===== config.mk =====
export PLATFORM = sky130hd
export DESIGN_NAME = adc_command_status_sequencer
export DESIGN_NICKNAME = d
export VERILOG_FILES = /design/src/core/adc_seq_pkg.sv /design/src/core/adc_command_status_sequencer.sv /design/src/core/pin_sync.sv /design/src/core/conv_sequencer.sv
export SDC_FILE = /design/constraint.sdc
export NUM_CORES = 1
export LEC_CHECK = 0
export ABC_AREA = 1
export BUFFER_PORTS_ARGS = -buffer_cell sky130_fd_sc_hd__buf_2
export CAP_MARGIN = 20
export CELL_PAD_IN_SITES_DETAIL_PLACEMENT = 0
export CELL_PAD_IN_SITES_GLOBAL_PLACEMENT = 2
export CORE_MARGIN = 10
export CORE_UTILIZATION = 40
export DETAILED_ROUTE_END_ITERATION = 7
export GPL_TIMING_DRIVEN = 0
export PLACE_DENSITY = 0.84
export SLEW_MARGIN = 10
export SYNTH_ARGS = -nofsm -noshare
export SYNTH_HDL_FRONTEND = slang
export SYNTH_SLANG_ARGS = --single-unit

===== constraint.sdc =====
create_clock -name i_clk -period 4.21 [get_ports i_clk]
set_input_delay 1.0525 -clock i_clk [delete_from_list [all_inputs] [get_ports i_clk]]
set_output_delay 1.0525 -clock i_clk [all_outputs]
set_load 0.02 [all_outputs]

===== src/core/adc_seq_pkg.sv =====
// Shared constants, field layouts and types of the converter command sequencer
package adc_seq_pkg;

	////////////////////////////////////////////////////////////////////////////
	// Conversion counter
	localparam int          CNT_W           = 11;          // 2048 counts per cycle
	localparam logic [10:0] COUNT_IDLE      = 11'h000;     // End of conversion point
	localparam logic [10:0] COUNT_LAUNCH    = 11'h001;     // First count of a conversion
	localparam logic [10:0] COUNT_LAST      = 11'h7FF;     // Last count before wrap
	localparam logic [10:0] INT_START       = 11'h010;     // Integrate phase opens here
	localparam logic [10:0] INT_LEN_60HZ    = 11'h222;     // 546 counts, one 60 Hz period
	localparam logic [10:0] INT_LEN_50HZ    = 11'h28F;     // 655 counts, one 50 Hz period
	localparam logic [2:0]  START_CLR_CYC   = 3'h5;        // Start bit self-clear delay

	////////////////////////////////////////////////////////////////////////////
	// Serial port
	localparam int          SYNC_STAGES     = 3;           // Pin synchroniser depth
	localparam logic [3:0]  PACKET_BITS     = 4'h8;        // Bits per command packet
	localparam logic [7:0]  INVALID_BYTE    = 8'h00;       // Output for invalid select

	////////////////////////////////////////////////////////////////////////////
	// Reset values
	localparam logic [7:0]  CMD0_RESET      = 8'h00;       // Awake, 60 Hz, no start
	localparam logic [3:0]  USER_PINS_RESET = 4'h0;        // User outputs low
	localparam int          RESULT_W        = 19;          // B18..B0

	// Conversion command layout, D7 first
	typedef struct packed {
		logic start;         // D7 start convert
		logic line_50hz;     // D6 line rate
		logic sleep;         // D5 sleep request
		logic zero_cal;      // D4 zero calibrate
		logic unused;        // D3 don't care
		logic reg_sel_low;   // D2 reg_select_low
		logic reg_sel_high;  // D1 reg_select_high
		logic reg_id;        // D0 register identifier
	} cmd0_s;

	// Status byte layout, D7 first
	typedef struct packed {
		logic       collision;    // D7
		logic       eoc;          // D6
		logic       integrating;  // D5
		logic       sleep;        // D4
		logic       sign;         // D3, 1 means negative
		logic [2:0] low_bits;     // D2..D0 = B2..B0
	} status_s;

	// Output register choice
	typedef enum logic [1:0] {
		SEL_LOW,
		SEL_HIGH,
		SEL_STATUS,
		SEL_BAD
	} sel_e;

	// Power state
	typedef enum logic {
		PWR_AWAKE,
		PWR_ASLEEP
	} pwr_e;

	// Decode the two select bits into an output choice
	function automatic sel_e decode_sel(input logic high, input logic low);
		if (!high && !low) begin
			return SEL_LOW;
		end else if (!high && low) begin
			return SEL_HIGH;
		end else if (high && !low) begin
			return SEL_STATUS;
		end else begin
			return SEL_BAD;
		end
	endfunction

endpackage


===== src/core/adc_command_status_sequencer.sv =====
// Serial command decoding, output register selection and conversion control
`timescale 1ns/1ps

// Overview of operation
// - select bits D1, D2 choose next read
// - encodings pick low, high, status, invalid
// - zero bit shorts inputs for calibration
// - sleep entered when conversion next ends
// - asleep stops oscillator, port stays alive
// - D6 picks 546 or 655 integrate counts
// - start bit launches one single conversion
// - end flag high at count zero
// - start tested at zero, loads one
// - start bit clears five cycles later
// - late start waits for counter wrap
// - status byte field order fixed
// - result bytes carry B10..B3, B18..B11
// - 8-bit MSB-first packets, latch on select release
// - D0 one writes user pins D4..D7
// - status read clears collision bit
module adc_command_status_sequencer
	import adc_seq_pkg::*;
(
	input  wire logic                i_clk,
	input  wire logic                i_reset_n,
	input  wire logic                i_cs_n,
	input  wire logic                i_sclk,
	input  wire logic                i_din,
	input  wire logic [RESULT_W-1:0] i_result,
	output logic                     o_dout,
	output logic                     o_dout_oe,
	output logic                     o_eoc,
	output logic                     o_integrating,
	output logic                     o_short_inputs,
	output logic                     o_line_50hz,
	output logic                     o_osc_enable,
	output logic [3:0]               o_user_pins
);

	////////////////////////////////////////////////////////////////////////////
	// Declarations
	logic [2:0]          pin_lvl;        // Filtered cs, sclk, din
	logic [2:0]          pin_rise;       // Rising edges
	logic [2:0]          pin_fall;       // Falling edges
	logic                cs_n;           // Filtered chip select
	logic                cs_rise;        // End of exchange
	logic                cs_fall;        // Start of exchange
	logic                sclk_rise;      // Sample point
	logic                sclk_fall;      // Output change point
	logic                din;            // Filtered data in

	logic [7:0]          in_sr_ff;       // Command shift register
	logic [3:0]          bit_cnt_ff;     // Bits taken this exchange
	logic [7:0]          out_sr_ff;      // Output shift register
	sel_e                rd_sel_ff;      // Register being shifted out
	cmd0_s               cmd0_ff;        // Conversion command
	cmd0_s               nxt_cmd0;       // Next conversion command
	logic [3:0]          pins_ff;        // User output pins
	logic [RESULT_W-1:0] result_ff;      // Latched conversion result
	logic                collision_ff;   // Collision flag
	logic                coll_pend_ff;   // Result changed during a read
	pwr_e                pwr_ff;         // Power state
	pwr_e                nxt_pwr;        // Next power state

	logic                packet_ok;      // Full packet received
	logic                wr_cmd0;        // Latch into conversion command
	logic                wr_cmd1;        // Latch into pin command
	cmd0_s               packet;         // Received packet as command
	sel_e                next_sel;       // Choice for the coming exchange
	status_s             status;         // Assembled status byte
	logic [7:0]          sel_byte;       // Byte to load for shifting
	logic                status_read;    // Status read just finished
	logic                running;        // Oscillator running

	logic [CNT_W-1:0]    count;          // Conversion count
	logic                eoc;            // End of conversion
	logic                integrating;    // Integrate phase
	logic                launch;         // Conversion launched
	logic                conv_end;       // Conversion finishing
	logic                start_clear;    // Start bit self-clear

	////////////////////////////////////////////////////////////////////////////
	// Pin synchronisers
	pin_sync #(
		.W(3)
	) u_pin_sync (
		.i_clk     (i_clk),
		.i_reset_n (i_reset_n),
		.i_async   ({i_cs_n, i_sclk, i_din}),
		.o_level   (pin_lvl),
		.o_rise    (pin_rise),
		.o_fall    (pin_fall)
	);

	// Pin event decode
	assign cs_n      = pin_lvl[2];
	assign cs_rise   = pin_rise[2];
	assign cs_fall   = pin_fall[2];
	assign sclk_rise = pin_rise[1] && !cs_n;
	assign sclk_fall = pin_fall[1] && !cs_n;
	assign din       = pin_lvl[0];

	////////////////////////////////////////////////////////////////////////////
	// Conversion sequencer
	conv_sequencer u_conv_sequencer (
		.i_clk         (i_clk),
		.i_reset_n     (i_reset_n),
		.i_run         (running),
		.i_start       (cmd0_ff.start),
		.i_line_50hz   (cmd0_ff.line_50hz),
		.o_count       (count),
		.o_eoc         (eoc),
		.o_integrating (integrating),
		.o_launch      (launch),
		.o_conv_end    (conv_end),
		.o_start_clear (start_clear)
	);

	////////////////////////////////////////////////////////////////////////////
	// Command input path
	// Shift in MSB first on sclk rise
	always_ff @(posedge i_clk or negedge i_reset_n) begin
		if (!i_reset_n) begin
			in_sr_ff   <= 8'h00;
			bit_cnt_ff <= 4'h0;
		end else if (cs_fall) begin
			bit_cnt_ff <= 4'h0;
		end else if (sclk_rise) begin
			in_sr_ff   <= {in_sr_ff[6:0], din};
			// Saturate so a long burst keeps the last eight bits
			bit_cnt_ff <= (bit_cnt_ff == PACKET_BITS) ? PACKET_BITS : bit_cnt_ff + 4'h1;
		end
	end

	// latch on select release, D0 picks target
	assign packet    = cmd0_s'(in_sr_ff);
	assign packet_ok = cs_rise && (bit_cnt_ff == PACKET_BITS);
	assign wr_cmd0   = packet_ok && !packet.reg_id;
	assign wr_cmd1   = packet_ok && packet.reg_id;

	// Next conversion command
	always_comb begin
		nxt_cmd0 = cmd0_ff;
		if (wr_cmd0) begin
			// A fresh write wins over the self-clear
			nxt_cmd0 = packet;
		end else if (start_clear) begin
			nxt_cmd0.start = 1'b0;
		end
	end

	// Command registers
	always_ff @(posedge i_clk or negedge i_reset_n) begin
		if (!i_reset_n) begin
			cmd0_ff <= cmd0_s'(CMD0_RESET);
			pins_ff <= USER_PINS_RESET;
		end else begin
			cmd0_ff <= nxt_cmd0;
			if (wr_cmd1) begin
				pins_ff <= {in_sr_ff[7], in_sr_ff[6], in_sr_ff[5], in_sr_ff[4]};
			end
		end
	end

	////////////////////////////////////////////////////////////////////////////
	// Power state
	// sleep taken at the conversion end
	always_comb begin
		nxt_pwr = pwr_ff;
		case (pwr_ff)
			PWR_AWAKE: begin
				if (conv_end && cmd0_ff.sleep) begin
					nxt_pwr = PWR_ASLEEP;
				end
			end
			PWR_ASLEEP: begin
				// host wakes by clearing the bit
				if (!cmd0_ff.sleep) begin
					nxt_pwr = PWR_AWAKE;
				end
			end
			default: begin
				nxt_pwr = PWR_AWAKE;
			end
		endcase
	end

	// Power state register
	always_ff @(posedge i_clk or negedge i_reset_n) begin
		if (!i_reset_n) begin
			pwr_ff <= PWR_AWAKE;
		end else begin
			pwr_ff <= nxt_pwr;
		end
	end

	// oscillator stops, serial port keeps running
	assign running = (pwr_ff == PWR_AWAKE);

	////////////////////////////////////////////////////////////////////////////
	// Result and collision
	// Result latch at each conversion end
	always_ff @(posedge i_clk or negedge i_reset_n) begin
		if (!i_reset_n) begin
			result_ff <= '0;
		end else if (conv_end) begin
			result_ff <= i_result;
		end
	end

	assign status_read = cs_rise && (rd_sel_ff == SEL_STATUS);

	// status read clears, new collision wins
	always_ff @(posedge i_clk or negedge i_reset_n) begin
		if (!i_reset_n) begin
			coll_pend_ff <= 1'b0;
			collision_ff <= 1'b0;
		end else if (cs_rise) begin
			// A latch in the closing cycle of the frame still counts
			coll_pend_ff <= 1'b0;
			collision_ff <= coll_pend_ff || conv_end || (collision_ff && !status_read);
		end else if (conv_end && !cs_n) begin
			coll_pend_ff <= 1'b1;
		end
	end

	////////////////////////////////////////////////////////////////////////////
	// Output register selection
	// status byte fields
	assign status.collision   = collision_ff;
	assign status.eoc         = eoc;
	assign status.integrating = integrating;
	assign status.sleep       = !running;
	assign status.sign        = result_ff[18];
	assign status.low_bits    = result_ff[2:0];

	// choice from the stored select bits
	assign next_sel = decode_sel(cmd0_ff.reg_sel_high, cmd0_ff.reg_sel_low);

	assign sel_byte = (next_sel == SEL_LOW)    ? result_ff[10:3] :
	                  (next_sel == SEL_HIGH)   ? result_ff[18:11] :
	                  (next_sel == SEL_STATUS) ? 8'(status) :
	                  INVALID_BYTE;

	// load on select, shift on sclk fall
	always_ff @(posedge i_clk or negedge i_reset_n) begin
		if (!i_reset_n) begin
			out_sr_ff <= 8'h00;
			rd_sel_ff <= SEL_LOW;
		end else if (cs_fall) begin
			out_sr_ff <= sel_byte;
			rd_sel_ff <= next_sel;
		end else if (sclk_fall) begin
			out_sr_ff <= {out_sr_ff[6:0], 1'b0};
		end
	end

	////////////////////////////////////////////////////////////////////////////
	// Outputs
	assign o_dout         = out_sr_ff[7];
	assign o_dout_oe      = !cs_n;
	assign o_eoc          = eoc;
	assign o_integrating  = integrating;
	assign o_short_inputs = cmd0_ff.zero_cal;
	assign o_line_50hz    = cmd0_ff.line_50hz;
	assign o_osc_enable   = running;
	assign o_user_pins    = pins_ff;

	////////////////////////////////////////////////////////////////////////////
	// Checks
	a_pins_follow_write: assert property (
		@(posedge i_clk) disable iff (!i_reset_n)
		wr_cmd1 |=> o_user_pins == $past(in_sr_ff[7:4]))
		else $error("user pins did not take command bits");
	a_zero_short: assert property (
		@(posedge i_clk) disable iff (!i_reset_n)
		wr_cmd0 |=> o_short_inputs == $past(in_sr_ff[4]))
		else $error("short control not from zero bit");
	a_sleep_at_end: assert property (
		@(posedge i_clk) disable iff (!i_reset_n)
		$fell(running) |-> $past(conv_end) && $past(cmd0_ff.sleep))
		else $error("sleep entered away from conversion end");
	a_asleep_frozen: assert property (
		@(posedge i_clk) disable iff (!i_reset_n)
		!running && !$past(running) |-> $stable(count))
		else $error("counter moved while asleep");
	a_invalid_zero: assert property (
		@(posedge i_clk) disable iff (!i_reset_n)
		cs_fall && next_sel == SEL_BAD |=> out_sr_ff == INVALID_BYTE)
		else $error("invalid select did not load zeros");
	a_status_clears: assert property (
		@(posedge i_clk) disable iff (!i_reset_n)
		status_read && !coll_pend_ff && !conv_end |=> !collision_ff)
		else $error("collision not cleared by status read");
	a_launch_needs_start: assert property (
		@(posedge i_clk) disable iff (!i_reset_n)
		launch |-> cmd0_ff.start && eoc)
		else $error("conversion launched without start");

endmodule // adc_command_status_sequencer


===== src/core/pin_sync.sv =====
// Three-stage pin synchroniser with agreement filter and edge pulses
`timescale 1ns/1ps
module pin_sync
	import adc_seq_pkg::*;
#(
	parameter int W = 3
) (
	input  wire logic         i_clk,
	input  wire logic         i_reset_n,
	input  wire logic [W-1:0] i_async,
	output logic      [W-1:0] o_level,
	output logic      [W-1:0] o_rise,
	output logic      [W-1:0] o_fall
);

	logic [W-1:0] s1_ff;      // First stage, read by s2 only
	logic [W-1:0] s2_ff;      // Second stage
	logic [W-1:0] s3_ff;      // Third stage
	logic [W-1:0] level_ff;   // Filtered level
	logic [W-1:0] agree;      // Stages two and three match
	logic [W-1:0] nxt_level;  // Level after filter

	// Level moves only when the last two stages agree
	assign agree     = ~(s2_ff ^ s3_ff);
	assign nxt_level = (agree & s2_ff) | (~agree & level_ff);

	// Synchroniser chain and filter
	always_ff @(posedge i_clk or negedge i_reset_n) begin
		if (!i_reset_n) begin
			s1_ff    <= '1;
			s2_ff    <= '1;
			s3_ff    <= '1;
			level_ff <= '1;
		end else begin
			s1_ff    <= i_async;
			s2_ff    <= s1_ff;
			s3_ff    <= s2_ff;
			level_ff <= nxt_level;
		end
	end

	// Edge pulses, one cycle each
	assign o_level = level_ff;
	assign o_rise  = nxt_level & ~level_ff;
	assign o_fall  = ~nxt_level & level_ff;

endmodule // pin_sync


===== src/core/conv_sequencer.sv =====
// Conversion counter, end-of-conversion, integrate window and start self-clear
`timescale 1ns/1ps
module conv_sequencer
	import adc_seq_pkg::*;
(
	input  wire logic        i_clk,
	input  wire logic        i_reset_n,
	input  wire logic        i_run,
	input  wire logic        i_start,
	input  wire logic        i_line_50hz,
	output logic [CNT_W-1:0] o_count,
	output logic             o_eoc,
	output logic             o_integrating,
	output logic             o_launch,
	output logic             o_conv_end,
	output logic             o_start_clear
);

	logic [CNT_W-1:0] count_ff;      // Conversion counter
	logic [CNT_W-1:0] nxt_count;     // Next count
	logic             eoc_ff;        // End of conversion flag
	logic             integ_ff;      // Integrate phase flag
	logic             nxt_integ;     // Next integrate flag
	logic [2:0]       clr_ff;        // Start self-clear timer
	logic [CNT_W-1:0] int_len;       // Selected integrate length
	logic [CNT_W-1:0] int_end;       // Integrate close count
	logic             at_idle;       // Counter at 0000

	assign at_idle  = (count_ff == COUNT_IDLE);
	assign o_launch = i_run && at_idle && i_start;
	// late start waits for the wrap
	assign o_conv_end = i_run && (count_ff == COUNT_LAST);
	assign int_len  = i_line_50hz ? INT_LEN_50HZ : INT_LEN_60HZ;
	assign int_end  = INT_START + int_len;

	assign nxt_count = !i_run ? count_ff :
	                   at_idle ? (i_start ? COUNT_LAUNCH : COUNT_IDLE) :
	                   count_ff + COUNT_LAUNCH;
	assign nxt_integ = (nxt_count >= INT_START) && (nxt_count < int_end);

	// Counter and flags
	always_ff @(posedge i_clk or negedge i_reset_n) begin
		if (!i_reset_n) begin
			count_ff <= COUNT_IDLE;
			eoc_ff   <= 1'b1;
			integ_ff <= 1'b0;
		end else begin
			count_ff <= nxt_count;
			eoc_ff   <= (nxt_count == COUNT_IDLE);
			integ_ff <= nxt_integ;
		end
	end

	always_ff @(posedge i_clk or negedge i_reset_n) begin
		if (!i_reset_n) begin
			clr_ff <= 3'h0;
		end else if (o_launch) begin
			clr_ff <= 3'h1;
		end else if (clr_ff == START_CLR_CYC) begin
			clr_ff <= 3'h0;
		end else if (clr_ff != 3'h0 && i_run) begin
			clr_ff <= clr_ff + 3'h1;
		end
	end

	assign o_start_clear = (clr_ff == START_CLR_CYC);
	assign o_count       = count_ff;
	assign o_eoc         = eoc_ff;
	assign o_integrating = integ_ff;

	////////////////////////////////////////////////////////////////////////////
	// Checks
	a_launch_loads_one: assert property (
		@(posedge i_clk) disable iff (!i_reset_n)
		o_launch |=> (count_ff == COUNT_LAUNCH) && !eoc_ff)
		else $error("launch did not load count one");
	a_eoc_at_wrap: assert property (
		@(posedge i_clk) disable iff (!i_reset_n)
		$rose(eoc_ff) |-> $past(count_ff) == COUNT_LAST)
		else $error("eoc rose away from wrap");
	a_clear_after_five: assert property (
		@(posedge i_clk) disable iff (!i_reset_n)
		o_launch ##1 i_run [*4] |=> o_start_clear)
		else $error("start clear not five cycles after launch");
	a_no_midrun_launch: assert property (
		@(posedge i_clk) disable iff (!i_reset_n)
		(count_ff > START_CLR_CYC) && i_run |=> count_ff != COUNT_LAUNCH)
		else $error("conversion launched before wrap");
	a_integ_opens: assert property (
		@(posedge i_clk) disable iff (!i_reset_n)
		$rose(integ_ff) |-> count_ff == INT_START)
		else $error("integrate phase opened at wrong count");

endmodule // conv_sequencer


==> results.md <==
| Parameter | This run | Unit |
|:---|:---|:---|
| Max Cap Viol | 0 | - |
| Worst hold margin | 0.360 | ns |
| Number of H-tree levels | 3 | - |
| Via density per instance | 4.78 | - |
| Time the worst path needs with I/O delays and setup | 2.28 | ns |
| Required time of the critical path | 3.16 | ns |
| Placed insts | 572 | - |
| Initial antenna violation count | 0 | - |
| Count of hold-fix buffers inserted at cts | 0 | - |
| Detailed-route via count | 2,813 | - |
| Met2 routed WL | 3800 | microns |
| Share of Yosys cell area claimed by the top area cell type | 0.450 | - |
| Number of warning messages in the yosys log | 0 | - |
| Area of the die | 13,900 | sq um |
| Relative slew slack | 0.600 | - |
| Area of the mapped netlist | 3840 | sq um |
| CTS clock-pin slew for the worst setup and hold paths | 0.08 | ns |
| Category of the worst setup path capture point | output port | - |
| Gate Count Post-Synth | 408 | - |
| Final HPWL DP | 6010 | microns |
| Number of flops mapped to enable cells by yosys | 0 | - |
| Most frequent cell after synthesis | sky130_fd_sc_hd__nand2_1 | - |
| Clock Power Share | 0.357 | - |
| Number of buffers created by CTS | 9 | - |
| Post-synth ARST share | 1.00 | - |
| Crit-path max FO | 10 | - |
| R2R Path End | u_conv_sequencer.o_integrating | - |
| Worst-margin pin slew | 0.598 | ns |
| Number of different library cells in the post-synthesis netlist | 38 | - |
| Synth-to-layout area growth | 15.5 | % |
| Clock insertion delay at the later pin of the skew report | 0.36 | ns |
| Seq/Total Area, Yosys | 0.538 | - |
| Number of hold violations in the final report | 0 | - |
| Sw Ratio | 0.261 | - |
| Static leakage power | 2.33 | nW |
| Vias in the first global route | 2,936 | - |
| Reported net switching power | 488 | uW |
| Relative contribution of sequential cells to total power | 0.504 | - |
| Final nets | 486 | - |
| Remaining routing DRC violations | 0 | - |
| Highest Clock Rate | 0.439 | GHz |
| Number of flip-flops and latches in the synthesized netlist | 82 | - |
| Number of I/O pins | 35 | - |
| Final-report max-slew violation count | 0 | - |
| Weighted congestion at the end of routability-driven global placement | 0.854 | - |
| Final setup fails | 0 | - |
| Placeable Area | 9280 | sq um |
| Total wire length after detailed routing | 8040 | microns |
| Gate power share | 0.139 | - |
| Post-CTS resize count | 0 | - |
| Largest buffer count on any clock path | 2 | - |
| Unrepaired setup endpoints after global routing | false | - |
| Final setup TNS | 0 | ns |
| Run status | complete, no violations | - |
| Most frequent cells after synthesis | 91 x sky130_fd_sc_hd__nand2_1, 69 x sky130_fd_sc_hd__dfrtp_1, 60 x sky130_fd_sc_hd__inv_1 | - |
| Cells taking the most area after synthesis | sky130_fd_sc_hd__dfrtp_1 45%, sky130_fd_sc_hd__dfstp_2 8.9%, sky130_fd_sc_hd__nand2_1 8.9%, sky130_fd_sc_hd__inv_1 5.9%, sky130_fd_sc_hd__mux2_4 4.7% | - |
| Worst hold start | u_pin_sync.s1_ff[1] | - |
| Post-detailed-route wirelength per cell | 13.7 | microns |
| Worst setup SP type | flip-flop | - |
| Die height | 118 | microns |
| Worst min-delay path endpoint | u_pin_sync.s2_ff[1] | - |
| Reg2Reg Launch Point | u_conv_sequencer.o_count[0] | - |
| Die Width | 118 | microns |
| Met3 wire len | 273 | microns |
| Instance count along the most critical hold path | 0 | - |
| Ratio of total power to cell area | 422 | nW/um^2 |
| Finished Core Util | 0.478 | - |
| Sinks on Clock Net | 82 | - |
| Detailed-router iteration count before antenna repair | 4 | - |
| Grt ovf | 0 | - |
| Kind of critical path | reg -> out | - |
| Clock tree from TritonCTS | done | - |
| Buffer count from post-CTS setup fixing | 0 | - |
| Main flop type after synthesis | sky130_fd_sc_hd__dfrtp_1 | - |
| Setup Skew | 0.00933 | ns |
| Total Routing Usage GR | 0.123 | - |
| Internal power | 1.38 | mW |
| Crit share post-route | 0.541 | - |
| Initial DRC count | 186 | - |
| Uppermost signal routing layer after detailed routing | met4 | - |
| Largest area contributor in the netlist | sky130_fd_sc_hd__dfrtp_1 | - |
| FF-to-FF path depth | 17 | - |
| Clock root buffer | sky130_fd_sc_hd__clkbuf_8 | - |
| Number of nets produced by synthesis | 440 | - |
| Pin count of the biggest net entering global routing | 46 | - |
| Number of antenna-violating nets in the routed design | 0 | - |
| Count of standard-cell rows | 35 | - |
| Peak supply drop | 0.243 | mV |
| Metal-1 WL | 3850 | microns |
| Initial cell density of the core | 0.414 | - |
| Number of cells in the finished layout apart from fillers | 588 | - |
| ANT cells | 0 | - |
| Filler cell count | 917 | - |
| Syn avg cell area | 9.41 | sq um |
| IO buf count | 34 | - |
| Class of the worst hold path | reg -> reg | - |
| Data arrival, critical path | 1.22 | ns |
| Wire length of the first global-routing pass | 14,200 | microns |
| Register-to-Register Setup Slack | 2.01 | ns |
| Layout cell share with drive strength beyond 1 | 0.207 | - |
==> placed cells by master, fill, tap and decap left out, types with 2 or more instances in the layout <==
cell,instances
sky130_fd_sc_hd__o221ai_1,2
sky130_fd_sc_hd__mux2_4,12
sky130_fd_sc_hd__xor2_1,2
sky130_fd_sc_hd__dfstp_2,13
sky130_fd_sc_hd__dfrtp_1,69
sky130_fd_sc_hd__nand3_4,2
sky130_fd_sc_hd__nor2_2,2
sky130_fd_sc_hd__o21bai_1,2
sky130_fd_sc_hd__a221oi_1,2
sky130_fd_sc_hd__nand2_2,2
sky130_fd_sc_hd__o21ai_0,35
sky130_fd_sc_hd__mux2_2,4
sky130_fd_sc_hd__buf_6,2
sky130_fd_sc_hd__nor2_1,29
sky130_fd_sc_hd__clkbuf_1,3
sky130_fd_sc_hd__buf_2,34
sky130_fd_sc_hd__nand4_1,6
sky130_fd_sc_hd__nor3_1,3
sky130_fd_sc_hd__clkbuf_8,9
sky130_fd_sc_hd__nand3_1,25
sky130_fd_sc_hd__o211ai_1,3
sky130_fd_sc_hd__inv_1,60
sky130_fd_sc_hd__a31oi_1,2
sky130_fd_sc_hd__a21oi_1,13
sky130_fd_sc_hd__nand2_1,91
sky130_fd_sc_hd__a21boi_0,2
sky130_fd_sc_hd__bufinv_16,3
sky130_fd_sc_hd__clkinv_2,3
sky130_fd_sc_hd__nand3b_1,3
sky130_fd_sc_hd__buf_4,2
sky130_fd_sc_hd__ha_1,8
==> registers in the layout, indices dropped and copies added, names as in the netlist, 2 cells and up, named ones only <==
name                      count
u_conv_sequencer.clr_ff       3
bit_cnt_ff                    4
in_sr_ff                      8
cmd0_ff                       4
u_pin_sync.o_level            2
rd_sel_ff                     2
o_user_pins                   4
u_pin_sync.s2_ff              3
u_conv_sequencer.o_count     11
out_sr_ff                     8
u_pin_sync.s3_ff              3
u_pin_sync.s1_ff              3
result_ff                    19
==> metal layers <==
layer / vias up / track usage
li1: 1416 / -
met1: 1341 / 0.157
met2: 46 / 0.192
met3: 10 / 0.0408
met4: 0 / 0.0433
met5: - / 0
==> cell families after synthesis <==
family          Yosys count  share of synthesized area
buf+inv                  67                     0.0713
xor+xnor                  3                    0.00880
compound gates           64                     0.0945
flops                    82                      0.538
fa+ha+maj                 9                     0.0287
simple gates            167                      0.200
mux                      16                     0.0586
==> metrics by stage <==
stage | area (sq um) | total power, mW | worst slack, ns
floorplan | 3840 | 1.13 | 2.33
global placement | 4170 | 1.21 | 1.42
detailed placement | 4200 | 1.22 | 2.01
CTS | 4440 | 1.90 | 1.90
global route | 4440 | 1.99 | 1.81
finish | 4440 | 1.87 | 1.93
==> layout make-up <==
class | count | area [sq um] | share of cell area
tap | 129 | 161 | 0.0364
sequential | 82 | 2070 | 0.466
clock inverter | 6 | 105 | 0.0237
multi-input combinational | 259 | 1500 | 0.338
timing repair buffer | 35 | 200 | 0.0451
clock buffer | 10 | 128 | 0.0288
buffer | 6 | 42.5 | 0.00959
inverter | 61 | 231 | 0.0522
==> worst max-delay path by stage <==
stage,startpoint,end,slack (ns),cells past startpoint
4_1_cts,pwr_ff,o_osc_enable,1.90,2
6_report,pwr_ff,o_osc_enable,1.93,2
5_1_grt,u_conv_sequencer.o_count[0],u_conv_sequencer.o_integrating,1.81,16
3_5_place_dp,u_conv_sequencer.o_count[0],u_conv_sequencer.o_integrating,2.01,16
3_3_place_gp,i_reset_n,o_user_pins[2],1.42,1
2_1_floorplan,u_conv_sequencer.o_count[0],u_conv_sequencer.o_integrating,2.33,17
==> critical path, stage by stage, from the launching register on <==
cell and delay, ns:
sky130_fd_sc_hd__dfrtp_1 0.50, sky130_fd_sc_hd__inv_4 0.17, sky130_fd_sc_hd__buf_2 0.19
==> power by group through the flow <==
stage                     Combinational, mW  Clock [mW]  Sequential [mW]
after floorplan                       0.180           0            0.948
after global placement                0.253           0            0.954
after detailed placement              0.262           0            0.956
after CTS                             0.264       0.695            0.942
after global routing                  0.306       0.730            0.957
final                                 0.260       0.668            0.942
Power figures use the tool's default switching activity.
